`src/logic/sccu_pkg.sv`:
```
// Package of constants, register map and types for the capture/compare unit.
package sccu_pkg;

  // Number of channels and time bases.
  localparam int SCCU_NCH = 16;
  localparam int SCCU_NTB = 2;
  // Half of the channels; the low half may pair with the high half.
  localparam int SCCU_HALF = 8;

  // Byte offsets of the register map (address bits 7:0).
  localparam logic [7:0] SCCU_CTRL_OFS = 8'h00;
  localparam logic [7:0] SCCU_TB_OFS = 8'h04;
  localparam logic [7:0] SCCU_REL_OFS = 8'h0c;
  localparam logic [7:0] SCCU_STAT_OFS = 8'h14;
  localparam logic [7:0] SCCU_MASK_OFS = 8'h18;
  // Channel value and channel configuration windows (bits 7:6).
  localparam logic [1:0] SCCU_VAL_WIN = 2'h1;
  localparam logic [1:0] SCCU_CFG_WIN = 2'h2;

  // Control register field positions.
  localparam int SCCU_RUN_POS = 0;
  localparam int SCCU_STAG_POS = 2;
  localparam int SCCU_SEL_A_POS = 4;
  localparam int SCCU_SEL_B_POS = 8;
  // Status bit position of the first time-base overflow flag.
  localparam int SCCU_OVF_POS = 16;

  // Reset values and the top count.
  localparam logic [15:0] SCCU_CNT_RST = 16'h0000;
  localparam logic [2:0] SCCU_SEL_RST = 3'h0;
  localparam logic [17:0] SCCU_STAT_RST = 18'h00000;
  localparam logic [15:0] SCCU_CNT_TOP = 16'hffff;

  // Count source codes; codes below SCCU_SRC_NEIGH divide by 2**code.
  localparam logic [2:0] SCCU_SRC_NEIGH = 3'h6;
  localparam logic [2:0] SCCU_SRC_EXT = 3'h7;

  // Staggered option: one count slot in every eight clocks.
  localparam logic [2:0] SCCU_STAG_LAST = 3'h7;

  // Channel operating modes.
  typedef enum logic [2:0] {
    SCCU_OFF, SCCU_CAPT, SCCU_CMP0, SCCU_CMP1, SCCU_CMP2, SCCU_CMP3, SCCU_DBL
  } sccu_mode_type;

  // Capture edge selection; bit 0 rising, bit 1 falling.
  typedef enum logic [1:0] {
    SCCU_EDGE_NONE, SCCU_EDGE_RISE, SCCU_EDGE_FALL, SCCU_EDGE_BOTH
  } sccu_edge_type;

  // Per-channel configuration word, bits 6:0 of the channel config register.
  typedef struct packed {
    logic one_shot;
    sccu_edge_type edge_sel;
    logic tb_sel;
    sccu_mode_type mode;
  } sccu_cfg_type;

  localparam sccu_cfg_type SCCU_CFG_RST = '{1'b0, SCCU_EDGE_NONE, 1'b0, SCCU_OFF};

endpackage : sccu_pkg

```
`src/logic/sccu_top.sv`:
```
// Sixteen channel capture/compare unit with two time bases and an AHB-Lite slave.
//
// What this block does
// - Sixteen channels; staggered option gives prescaled sources one count slot every eighth clock.
// - Two 16-bit time bases with own reload registers.
// - Count source: prescaled clock or neighbour timer overflow.
// - External count input can advance a time base.
// - Each channel picks time base and capture/compare.
// - One pin per channel, input or output.
// - Capture latches assigned time base on pin event.
// - Each capture raises that channel's interrupt flag.
// - Capture edge: rising, falling or both.
// - Compare modes match register against time base.
// - Mode zero: interrupt per match, pin untouched.
// - Mode one: pin toggles on every match.
// - Mode two: one match interrupt per period.
// - Mode three: high on match, low on overflow.
// - Paired mode: two registers toggle one pin.
// - One-shot option stops a channel after one match.
//
// Local design decisions: the address map and the AHB-Lite register port.
module sccu_top
  import sccu_pkg::*;
#(
  parameter int NCH = SCCU_NCH // Channel count, fixed by the register map.
) (
  input wire logic clk_in, // System clock, 40 MHz.
  input wire logic rst_n_in, // Asynchronous reset, active low.
  input wire logic hsel_in, // AHB slave select.
  input wire logic [31:0] haddr_in, // AHB address.
  input wire logic [1:0] htrans_in, // AHB transfer type.
  input wire logic hwrite_in, // AHB write flag.
  input wire logic [2:0] hsize_in, // AHB size, only words are used.
  input wire logic [31:0] hwdata_in, // AHB write data.
  input wire logic hready_in, // AHB bus ready.
  output logic [31:0] hrdata_out, // AHB read data.
  output logic hreadyout_out, // AHB slave ready.
  output logic hresp_out, // AHB response, always OKAY.
  input wire logic neighbour_ovf_in, // Overflow pulse of the neighbour timer.
  input wire logic ext_count_in, // External count input, counts rising edges.
  input wire logic [NCH-1:0] pin_in, // Channel pin levels.
  output logic [NCH-1:0] pin_out, // Channel pin drive values.
  output logic [NCH-1:0] pin_oe_out, // Channel pin output enables.
  output logic irq_out // Level interrupt, any unmasked flag set.
);

  ////////////////////////////////////////////////////////////////////////////
  // Reset release and declarations.

  logic [1:0] rst_sync; // Reset release chain.
  wire rst_n = rst_sync[1]; // Released reset used by all logic.
  logic [SCCU_NTB-1:0] run; // Time base run enables.
  logic stag; // Staggered option.
  logic [2:0] src_sel [SCCU_NTB]; // Count source per time base.
  logic [15:0] tb [SCCU_NTB]; // Time base counters.
  logic [15:0] rel [SCCU_NTB]; // Reload registers.
  logic [SCCU_NTB-1:0] tick_d; // Count update seen last clock.
  logic [4:0] presc; // Free-running prescaler.
  logic [2:0] phase; // Stagger slot counter.
  logic ext_q; // Previous external count level.
  logic [15:0] val [NCH]; // Channel capture/compare registers.
  sccu_cfg_type cfg [NCH]; // Channel configurations.
  logic [NCH-1:0] pin_q; // Previous pin levels.
  logic [NCH-1:0] armed; // Once-per-period gate.
  logic [NCH-1:0] done; // One-shot finished.
  logic [17:0] stat; // Sticky event flags.
  logic [17:0] mask; // Interrupt enables.
  logic wr_pend; // Write data phase pending.
  logic [7:0] wr_ofs; // Offset of the pending write.

  // Selects the count pulse for one time base.
  function automatic logic src_tick(input logic [2:0] sel, input logic [4:0] pc,
                                    input logic nb, input logic ext);
    logic [4:0] m;
    m = 5'((6'h01 << sel) - 6'h01);
    if (sel == SCCU_SRC_NEIGH) begin
      return nb;
    end else if (sel == SCCU_SRC_EXT) begin
      return ext;
    end
    return (pc & m) == m;
  endfunction : src_tick

  // True for any mode that compares against its time base.
  function automatic logic is_cmp(input sccu_mode_type md);
    return md inside {SCCU_CMP0, SCCU_CMP1, SCCU_CMP2, SCCU_CMP3, SCCU_DBL};
  endfunction : is_cmp

  // Two flops release the reset; the first feeds only the second.
  always_ff @(posedge clk_in or negedge rst_n_in) begin
    if (!rst_n_in) begin
      rst_sync <= 2'h0;
    end else begin
      rst_sync <= {rst_sync[0], 1'b1};
    end
  end

  ////////////////////////////////////////////////////////////////////////////
  // Bus decode.

  // An address phase is taken only when the bus is ready.
  wire ap_take = hsel_in && hready_in && htrans_in[1];
  // Only address bits 7:0 decode, so the map repeats every 256 bytes.
  wire [7:0] rd_ofs = haddr_in[7:0];
  wire we_ctrl = wr_pend && wr_ofs == SCCU_CTRL_OFS;
  wire we_stat = wr_pend && wr_ofs == SCCU_STAT_OFS;
  wire we_mask = wr_pend && wr_ofs == SCCU_MASK_OFS;
  wire [15:0] wdata16 = hwdata_in[15:0];

  // Read multiplexer; unmapped offsets return zero.
  logic [31:0] rd_data;
  always_comb begin
    rd_data = 32'h0000_0000;
    case (rd_ofs)
      SCCU_CTRL_OFS: begin
        rd_data[SCCU_RUN_POS +: 2] = run;
        rd_data[SCCU_STAG_POS] = stag;
        rd_data[SCCU_SEL_A_POS +: 3] = src_sel[0];
        rd_data[SCCU_SEL_B_POS +: 3] = src_sel[1];
      end
      SCCU_TB_OFS: rd_data[15:0] = tb[0];
      SCCU_TB_OFS + 8'h04: rd_data[15:0] = tb[1];
      SCCU_REL_OFS: rd_data[15:0] = rel[0];
      SCCU_REL_OFS + 8'h04: rd_data[15:0] = rel[1];
      SCCU_STAT_OFS: rd_data[17:0] = stat;
      SCCU_MASK_OFS: rd_data[17:0] = mask;
      default: begin
        if (rd_ofs[1:0] == 2'h0 && rd_ofs[7:6] == SCCU_VAL_WIN) begin
          rd_data[15:0] = val[rd_ofs[5:2]];
        end else if (rd_ofs[1:0] == 2'h0 && rd_ofs[7:6] == SCCU_CFG_WIN) begin
          rd_data[6:0] = cfg[rd_ofs[5:2]];
        end
      end
    endcase
  end

  // Read data is fetched in the address phase, so the slave never waits.
  // A read right after a write to the same register shows the old value.
  always_ff @(posedge clk_in or negedge rst_n) begin
    if (!rst_n) begin
      wr_pend <= 1'b0;
      wr_ofs <= 8'h00;
      hrdata_out <= 32'h0000_0000;
      hreadyout_out <= 1'b0;
      hresp_out <= 1'b0;
    end else begin
      wr_pend <= ap_take && hwrite_in;
      wr_ofs <= ap_take ? rd_ofs : wr_ofs;
      hrdata_out <= (ap_take && !hwrite_in) ? rd_data : 32'h0000_0000;
      hreadyout_out <= 1'b1;
      hresp_out <= 1'b0;
    end
  end

  ////////////////////////////////////////////////////////////////////////////
  // Time bases.

  // Neighbour and external pulses bypass the stagger slot, since a pulse
  // that falls outside the slot would otherwise be lost.
  wire ext_rise = ext_count_in && !ext_q;
  wire slot = !stag || phase == SCCU_STAG_LAST;
  logic [SCCU_NTB-1:0] tick; // Count update this clock.
  logic [SCCU_NTB-1:0] ovf; // Overflow this clock.
  for (genvar t = 0; t < SCCU_NTB; t++) begin : g_tb
    wire prescaled = src_sel[t] < SCCU_SRC_NEIGH;
    wire pulse = src_tick(src_sel[t], presc, neighbour_ovf_in, ext_rise);
    assign tick[t] = run[t] && pulse && (slot || !prescaled);
    assign ovf[t] = tick[t] && tb[t] == SCCU_CNT_TOP;
  end

  // Prescaler, stagger slot and control register.
  always_ff @(posedge clk_in or negedge rst_n) begin
    if (!rst_n) begin
      presc <= 5'h00;
      phase <= 3'h0;
      ext_q <= 1'b0;
      run <= '0;
      stag <= 1'b0;
      src_sel[0] <= SCCU_SEL_RST;
      src_sel[1] <= SCCU_SEL_RST;
    end else begin
      presc <= (slot ? presc + 5'h01 : presc); // Prescaler advances in slots only.
      phase <= phase + 3'h1;
      ext_q <= ext_count_in;
      if (we_ctrl) begin
        run <= hwdata_in[SCCU_RUN_POS +: 2];
        stag <= hwdata_in[SCCU_STAG_POS];
        src_sel[0] <= hwdata_in[SCCU_SEL_A_POS +: 3];
        src_sel[1] <= hwdata_in[SCCU_SEL_B_POS +: 3];
      end
    end
  end

  // Counters and reloads; a software write takes the place of a count.
  // A count that fires in the clock of such a write is lost, so software that
  // needs an exact phase should stop the time base before loading it.
  always_ff @(posedge clk_in or negedge rst_n) begin
    if (!rst_n) begin
      for (int t = 0; t < SCCU_NTB; t++) begin
        tb[t] <= SCCU_CNT_RST;
        rel[t] <= SCCU_CNT_RST;
      end
      tick_d <= '0;
    end else begin
      tick_d <= tick;
      for (int t = 0; t < SCCU_NTB; t++) begin
        if (wr_pend && wr_ofs == SCCU_REL_OFS + 8'(4 * t)) begin
          rel[t] <= wdata16;
        end
        if (wr_pend && wr_ofs == SCCU_TB_OFS + 8'(4 * t)) begin
          tb[t] <= wdata16;
        end else if (ovf[t]) begin
          tb[t] <= rel[t];
        end else if (tick[t]) begin
          tb[t] <= tb[t] + 16'h0001;
        end
      end
    end
  end

  ////////////////////////////////////////////////////////////////////////////
  // Channels.

  logic [NCH-1:0] match; // Compare match this clock.
  logic [NCH-1:0] cap_ev; // Capture event this clock.
  logic [NCH-1:0] cmp_en; // Channel compares.
  logic [NCH-1:0] we_val; // Value register write.
  logic [NCH-1:0] we_cfg; // Config register write.
  logic [NCH-1:0] tog; // Pin toggle request.
  logic [NCH-1:0] ovf_ch; // Overflow of the channel's time base.
  logic [NCH-1:0] drive; // Channel drives its pin.
  logic [15:0] tb_ch [NCH]; // Assigned time base value.
  for (genvar i = 0; i < NCH; i++) begin : g_ch
    wire sel = cfg[i].tb_sel;
    wire once = cfg[i].mode inside {SCCU_CMP2, SCCU_CMP3};
    wire rise = pin_in[i] && !pin_q[i];
    wire fall = !pin_in[i] && pin_q[i];
    wire [1:0] es = cfg[i].edge_sel;
    assign tb_ch[i] = tb[sel];
    assign ovf_ch[i] = ovf[sel];
    assign we_val[i] = wr_pend && wr_ofs[7:6] == SCCU_VAL_WIN && wr_ofs[5:2] == 4'(i);
    assign we_cfg[i] = wr_pend && wr_ofs[7:6] == SCCU_CFG_WIN && wr_ofs[5:2] == 4'(i);
    // The high partner of a paired channel compares on its own register.
    if (i >= SCCU_HALF) begin : g_hi
      assign cmp_en[i] = is_cmp(cfg[i].mode) || cfg[i - SCCU_HALF].mode == SCCU_DBL;
      assign tog[i] = cfg[i].mode == SCCU_CMP1 && match[i];
    end else begin : g_lo
      assign cmp_en[i] = is_cmp(cfg[i].mode);
      assign tog[i] = (cfg[i].mode == SCCU_CMP1 && match[i])
        || (cfg[i].mode == SCCU_DBL && (match[i] ^ match[i + SCCU_HALF]));
    end
    // Matches are looked for only right after the count moved.
    // A value written equal to the present count therefore waits until the
    // count comes round again; a stopped time base never matches.
    assign match[i] = cmp_en[i] && tick_d[sel] && tb_ch[i] == val[i]
      && !done[i] && (armed[i] || !once);
    assign cap_ev[i] = cfg[i].mode == SCCU_CAPT
      && ((es[0] && rise) || (es[1] && fall));
    assign drive[i] = cfg[i].mode inside {SCCU_CMP1, SCCU_CMP3, SCCU_DBL};
  end

  // Channel registers, configurations and once-per-period state.
  always_ff @(posedge clk_in or negedge rst_n) begin
    if (!rst_n) begin
      for (int i = 0; i < NCH; i++) begin
        val[i] <= SCCU_CNT_RST;
        cfg[i] <= SCCU_CFG_RST;
      end
      armed <= '1;
      done <= '0;
      pin_q <= '0;
    end else begin
      pin_q <= pin_in;
      for (int i = 0; i < NCH; i++) begin
        // A capture wins over a software write in the same clock.
        if (cap_ev[i]) begin
          val[i] <= tb_ch[i];
        end else if (we_val[i]) begin
          val[i] <= wdata16;
        end
        // A new configuration restarts the one-shot and period gate.
        if (we_cfg[i]) begin
          cfg[i] <= sccu_cfg_type'(hwdata_in[6:0]);
          armed[i] <= 1'b1;
          done[i] <= 1'b0;
        end else begin
          if (match[i]) begin
            armed[i] <= 1'b0;
          end else if (ovf_ch[i]) begin
            armed[i] <= 1'b1;
          end
          if (match[i] && cfg[i].one_shot) begin
            done[i] <= 1'b1;
          end
        end
      end
    end
  end

  // Pin drive; compare mode zero and two leave the pin alone.
  // In mode three a match beats an overflow in the same clock, so a compare
  // value at the top count with a one-clock source sets the pin high in alternate periods only.
  always_ff @(posedge clk_in or negedge rst_n) begin
    if (!rst_n) begin
      pin_out <= '0;
      pin_oe_out <= '0;
    end else begin
      pin_oe_out <= drive;
      for (int i = 0; i < NCH; i++) begin
        if (cfg[i].mode == SCCU_CMP3 && match[i]) begin
          pin_out[i] <= 1'b1;
        end else if (cfg[i].mode == SCCU_CMP3 && ovf_ch[i]) begin
          pin_out[i] <= 1'b0;
        end else if (tog[i]) begin
          pin_out[i] <= !pin_out[i];
        end
      end
    end
  end

  ////////////////////////////////////////////////////////////////////////////
  // Interrupt flags.

  // Each channel flag covers both its captures and its matches.
  // A paired partner's flag still reports the partner's own matches.
  // The mask only gates the output; flags collect events regardless.
  wire [17:0] stat_set = {ovf, cap_ev | match};

  // Flags clear by writing one; a new event in the same clock wins.
  always_ff @(posedge clk_in or negedge rst_n) begin
    if (!rst_n) begin
      stat <= SCCU_STAT_RST;
      mask <= SCCU_STAT_RST;
      irq_out <= 1'b0;
    end else begin
      stat <= (stat & ~(we_stat ? hwdata_in[17:0] : 18'h00000)) | stat_set;
      mask <= we_mask ? hwdata_in[17:0] : mask;
      irq_out <= |(stat & mask);
    end
  end

endmodule : sccu_top

```
`config.mk`:
```
export PLATFORM = sky130hd
export DESIGN_NAME = sccu_top
export DESIGN_NICKNAME = d
export VERILOG_FILES = /design/src/logic/sccu_pkg.sv /design/src/logic/sccu_top.sv
export SDC_FILE = /design/constraint.sdc
export NUM_CORES = 2
export LEC_CHECK = 0
export ABC_CLOCK_PERIOD_IN_PS = 37200
export BUFFER_PORTS_ARGS = -buffer_cell sky130_fd_sc_hd__clkbuf_2
export CAP_MARGIN = 20
export CORE_MARGIN = 2
export CORE_UTILIZATION = 55
export DETAILED_ROUTE_END_ITERATION = 7
export PLACE_DENSITY_LB_ADDON = 0.05
export SYNTH_ARGS = -nofsm -noshare
export SYNTH_HDL_FRONTEND = slang
export SYNTH_SLANG_ARGS = --single-unit
```
`constraint.sdc`:
```
create_clock -name clk_in -period 37.2 [get_ports clk_in]
set_clock_uncertainty 0.05 [all_clocks]
set_input_delay 7.44 -clock clk_in [delete_from_list [all_inputs] [get_ports clk_in]]
set_output_delay 7.44 -clock clk_in [all_outputs]
set_load 0.02 [all_outputs]
```
==> metrics <==
count of boundary I/O pins 159; GRT Util Overall 39.5%; Initial Utilization 55.6%; status finished clean; maximum cell stage delay along the critical path 0.81 ns; leftover overflow at the end of global routing 0; Post-route DRC 0; # port buffers 101; share of the synthesized area in the top cell type 39.1%; max-cap check violation count 0; width of the die 265 um; CTS root buffer sky130_fd_sc_hd__clkbuf_16; crit path max fanout 49; clock latency on the worst-skew pair 0.64 ns; FF-to-FF Start wr_ofs[3]$_DFFE_PN0P_; post-CTS setup buffer count 0; r2r setup slk 33.24 ns; # H-tree levels 3; average routed wire per standard cell 30.6 um; cell count after synthesis 3650; via count of the first global-routing pass 30200; worst hold slack 0.169 ns; Static Leak 17.4 nW; final sum of negative setup slack 0 ns; Die Footprint 70000 um^2; number of failing hold endpoints at the final stage 0; maximum number of pins on one net before global-route repair 161; number of distinct standard cells referenced by the synthesized netlist 72; clock tree from TritonCTS done; highest clock frequency the design can meet 90.4 MHz; top flip-flop cell by instance count after synthesis sky130_fd_sc_hd__dfrtp_1; total standard cell area after synthesis 37300 um^2; worst reg2reg path depth 6; proportion of layout cells with a drive suffix above 1 22.4%; CP max stage cell sky130_fd_sc_hd__buf_4; total clock buffers created by CTS 72; pwr dens 50.7 nW/um^2; final WL 139 mm; class of the tightest hold or removal check reg2async; number of placed instances, taps included 4388; ANT nets after route 0; Crit path required time 37.60 ns; number of warnings printed during yosys synthesis 0; clock period minus worst slack 11.06 ns; critical path endpoint category flip-flop; mean cell area of the mapped netlist 10.2 um^2; y dimension of the die 265 um; Peak VDD IR 0.0399 mV; top cells by area, synth sky130_fd_sc_hd__dfrtp_1, sky130_fd_sc_hd__mux2_2, sky130_fd_sc_hd__mux2i_1; Seq/Total Area, Yosys 40.2%; post_cts resized 0; Yosys reg bits 599; vias per cell 6.87; via count of the routed design 31100; first-pass iteration count of the detailed router 5; global placer's final weighted congestion 0.968; Setup Viol. Count Final 0; number of antenna violations at the first check in global routing 11; area inside the core boundary 67200 um^2; Nets 3692; most frequent cells after synthesis sky130_fd_sc_hd__dfrtp_1, sky130_fd_sc_hd__a21oi_1, sky130_fd_sc_hd__mux2_2; share of the cycle needed by the critical path after routing 29.7%; Sink Count 599; area of placed instances 38700 um^2; arrival time of the worst setup path 11.46 ns; type of element launching the critical path input port; Layout Area Growth over Synthesis 10.2%; final standard cell area without fillers 41100 um^2; tightest slew margin relative to the limit 24.2%; number of buffers added to fix hold violations after cts 0; number of flops mapped to enable cells by yosys 0; post-route insts no fill 4530; type of the setup path with the least slack in2reg; wire length of the first global-routing pass 203 mm; iteration-0 DRC count of the detailed router 3996; Layout Utilization 61.3%; cell with the most instances after synthesis sky130_fd_sc_hd__dfrtp_1; most area-hungry cell type in the Yosys netlist sky130_fd_sc_hd__dfrtp_1; DPL Wire Length 92.0 mm; deepest clock path buffer count 3; RSZ-0062 raised after global routing no; cell row count 95; end of the worst register-to-register path val[206]$_DFFE_PN0P_; number of max-slew violations in the final report 0; clock input transition at the sequential cells of the worst setup and hold paths 0.06 ns; measured slew at the worst slew-check pin 1.13 ns; CP cell instances buf_6 -> buf_4 -> buf_4 -> mux4_2 -> mux4_2 -> a22oi_1 -> a21oi_1; async set-or-reset flop fraction in the synthesized netlist 100%
-- sequential cells by signal, summed over array words and instances (netlist names), 18 cells and up --
name / cells
g_ch.es: 32
val: 256
tb: 32
stat: 18
hrdata_out: 18
rel: 32
cfg: 64
mask: 18
-- placed cells by master (no fill, tap or decap), types with 55 or more instances in the layout --
master                      synthesis  routed
sky130_fd_sc_hd__dfrtp_1          583     582
sky130_fd_sc_hd__a21oi_1          367     366
sky130_fd_sc_hd__mux2_2           307     307
sky130_fd_sc_hd__mux2i_1          293     293
sky130_fd_sc_hd__nor2_1           255     248
sky130_fd_sc_hd__nand2_1          202     202
sky130_fd_sc_hd__xnor2_1          156     156
sky130_fd_sc_hd__nor2b_1          141     139
sky130_fd_sc_hd__a211oi_1         138     138
sky130_fd_sc_hd__xor2_1           127     127
sky130_fd_sc_hd__mux4_2           119     119
sky130_fd_sc_hd__buf_4             15     115
sky130_fd_sc_hd__o21ai_0          103     103
sky130_fd_sc_hd__clkbuf_2           0      99
sky130_fd_sc_hd__clkbuf_16          0      74
sky130_fd_sc_hd__nand3_1           55      55
-- critical path, delay by kind of cell --
kind	cells	cell delay, ns
mux	2	1.27
compound gates	2	0.72
buf+inv	3	1.95
-- stage by stage --
stage	total power, W	worst slack (ns)
2_1_floorplan	0.00117	19.25
3_3_place_gp	0.00134	25.48
3_5_place_dp	0.00136	25.49
4_1_cts	0.00207	26.14
5_1_grt	0.00215	26.00
6_report	0.00209	26.14
-- cell families (layout without fill, tap and decap cells) --
| logic type | Yosys count | in the layout | synth area share (%) |
|---|---|---|---|
| AOI/OAI and AO/OA | 773 | 773 | 12.5 |
| xor gates and xnor gates | 283 | 283 | 6.64 |
| adders and majority gates | 5 | 5 | 0.168 |
| buffers and inverters | 391 | 377 | 4.19 |
| DFF | 599 | 599 | 40.2 |
| muxes | 719 | 719 | 24.3 |
| other | 2 | 23 | 0.0201 |
| and+or+nand+nor | 878 | 878 | 12.0 |
-- worst max path at each step --
stage | from | end | slack [ns] | cells past startpoint
after global routing | haddr_in[2] | hrdata_out[2]$_DFF_PN0_ | 26.00 | 7
final | haddr_in[2] | hrdata_out[2]$_DFF_PN0_ | 26.14 | 7
after CTS | haddr_in[2] | hrdata_out[2]$_DFF_PN0_ | 26.14 | 7
after floorplan | rst_sync[1]$_DFF_PN0_ | cfg[0]$_DFFE_PN0P_ | 19.25 | 0
after global placement | haddr_in[2] | hrdata_out[2]$_DFF_PN0_ | 25.48 | 7
after detailed placement | haddr_in[2] | hrdata_out[2]$_DFF_PN0_ | 25.49 | 7
-- layout make-up --
type,instances,area (um^2)
Fill cell,5510,26000
Multi-Input combinational cell,2675,21000
Sequential cell,599,15000
Clock buffer,111,2170
Timing Repair Buffer,223,1510
Tap cell,873,1090
Clock inverter,19,203
Inverter,24,90.1
Antenna cell,6,15.0
-- where the power goes --
part | leakage, nW | switching (W) | internal [W] | total [W]
clock | 1.17 | 0.000299 | 0.000418 | 0.000716
combinational | 8.55 | 0.000322 | 0.000226 | 0.000548
sequential | 7.65 | 0.0000912 | 0.000730 | 0.000821
-- layer usage --
layer	up-vias	share of wire [%]	GRT usage [%]	wire length, um
li1	13100	-	-	-
met1	15700	40	54.5	55500
met2	1912	43	58.2	59900
met3	420	10	7.72	14100
met4	0	6.5	22.9	9040
met5	-	0	0	0
No activity file was read; power rests on OpenSTA's default activity.
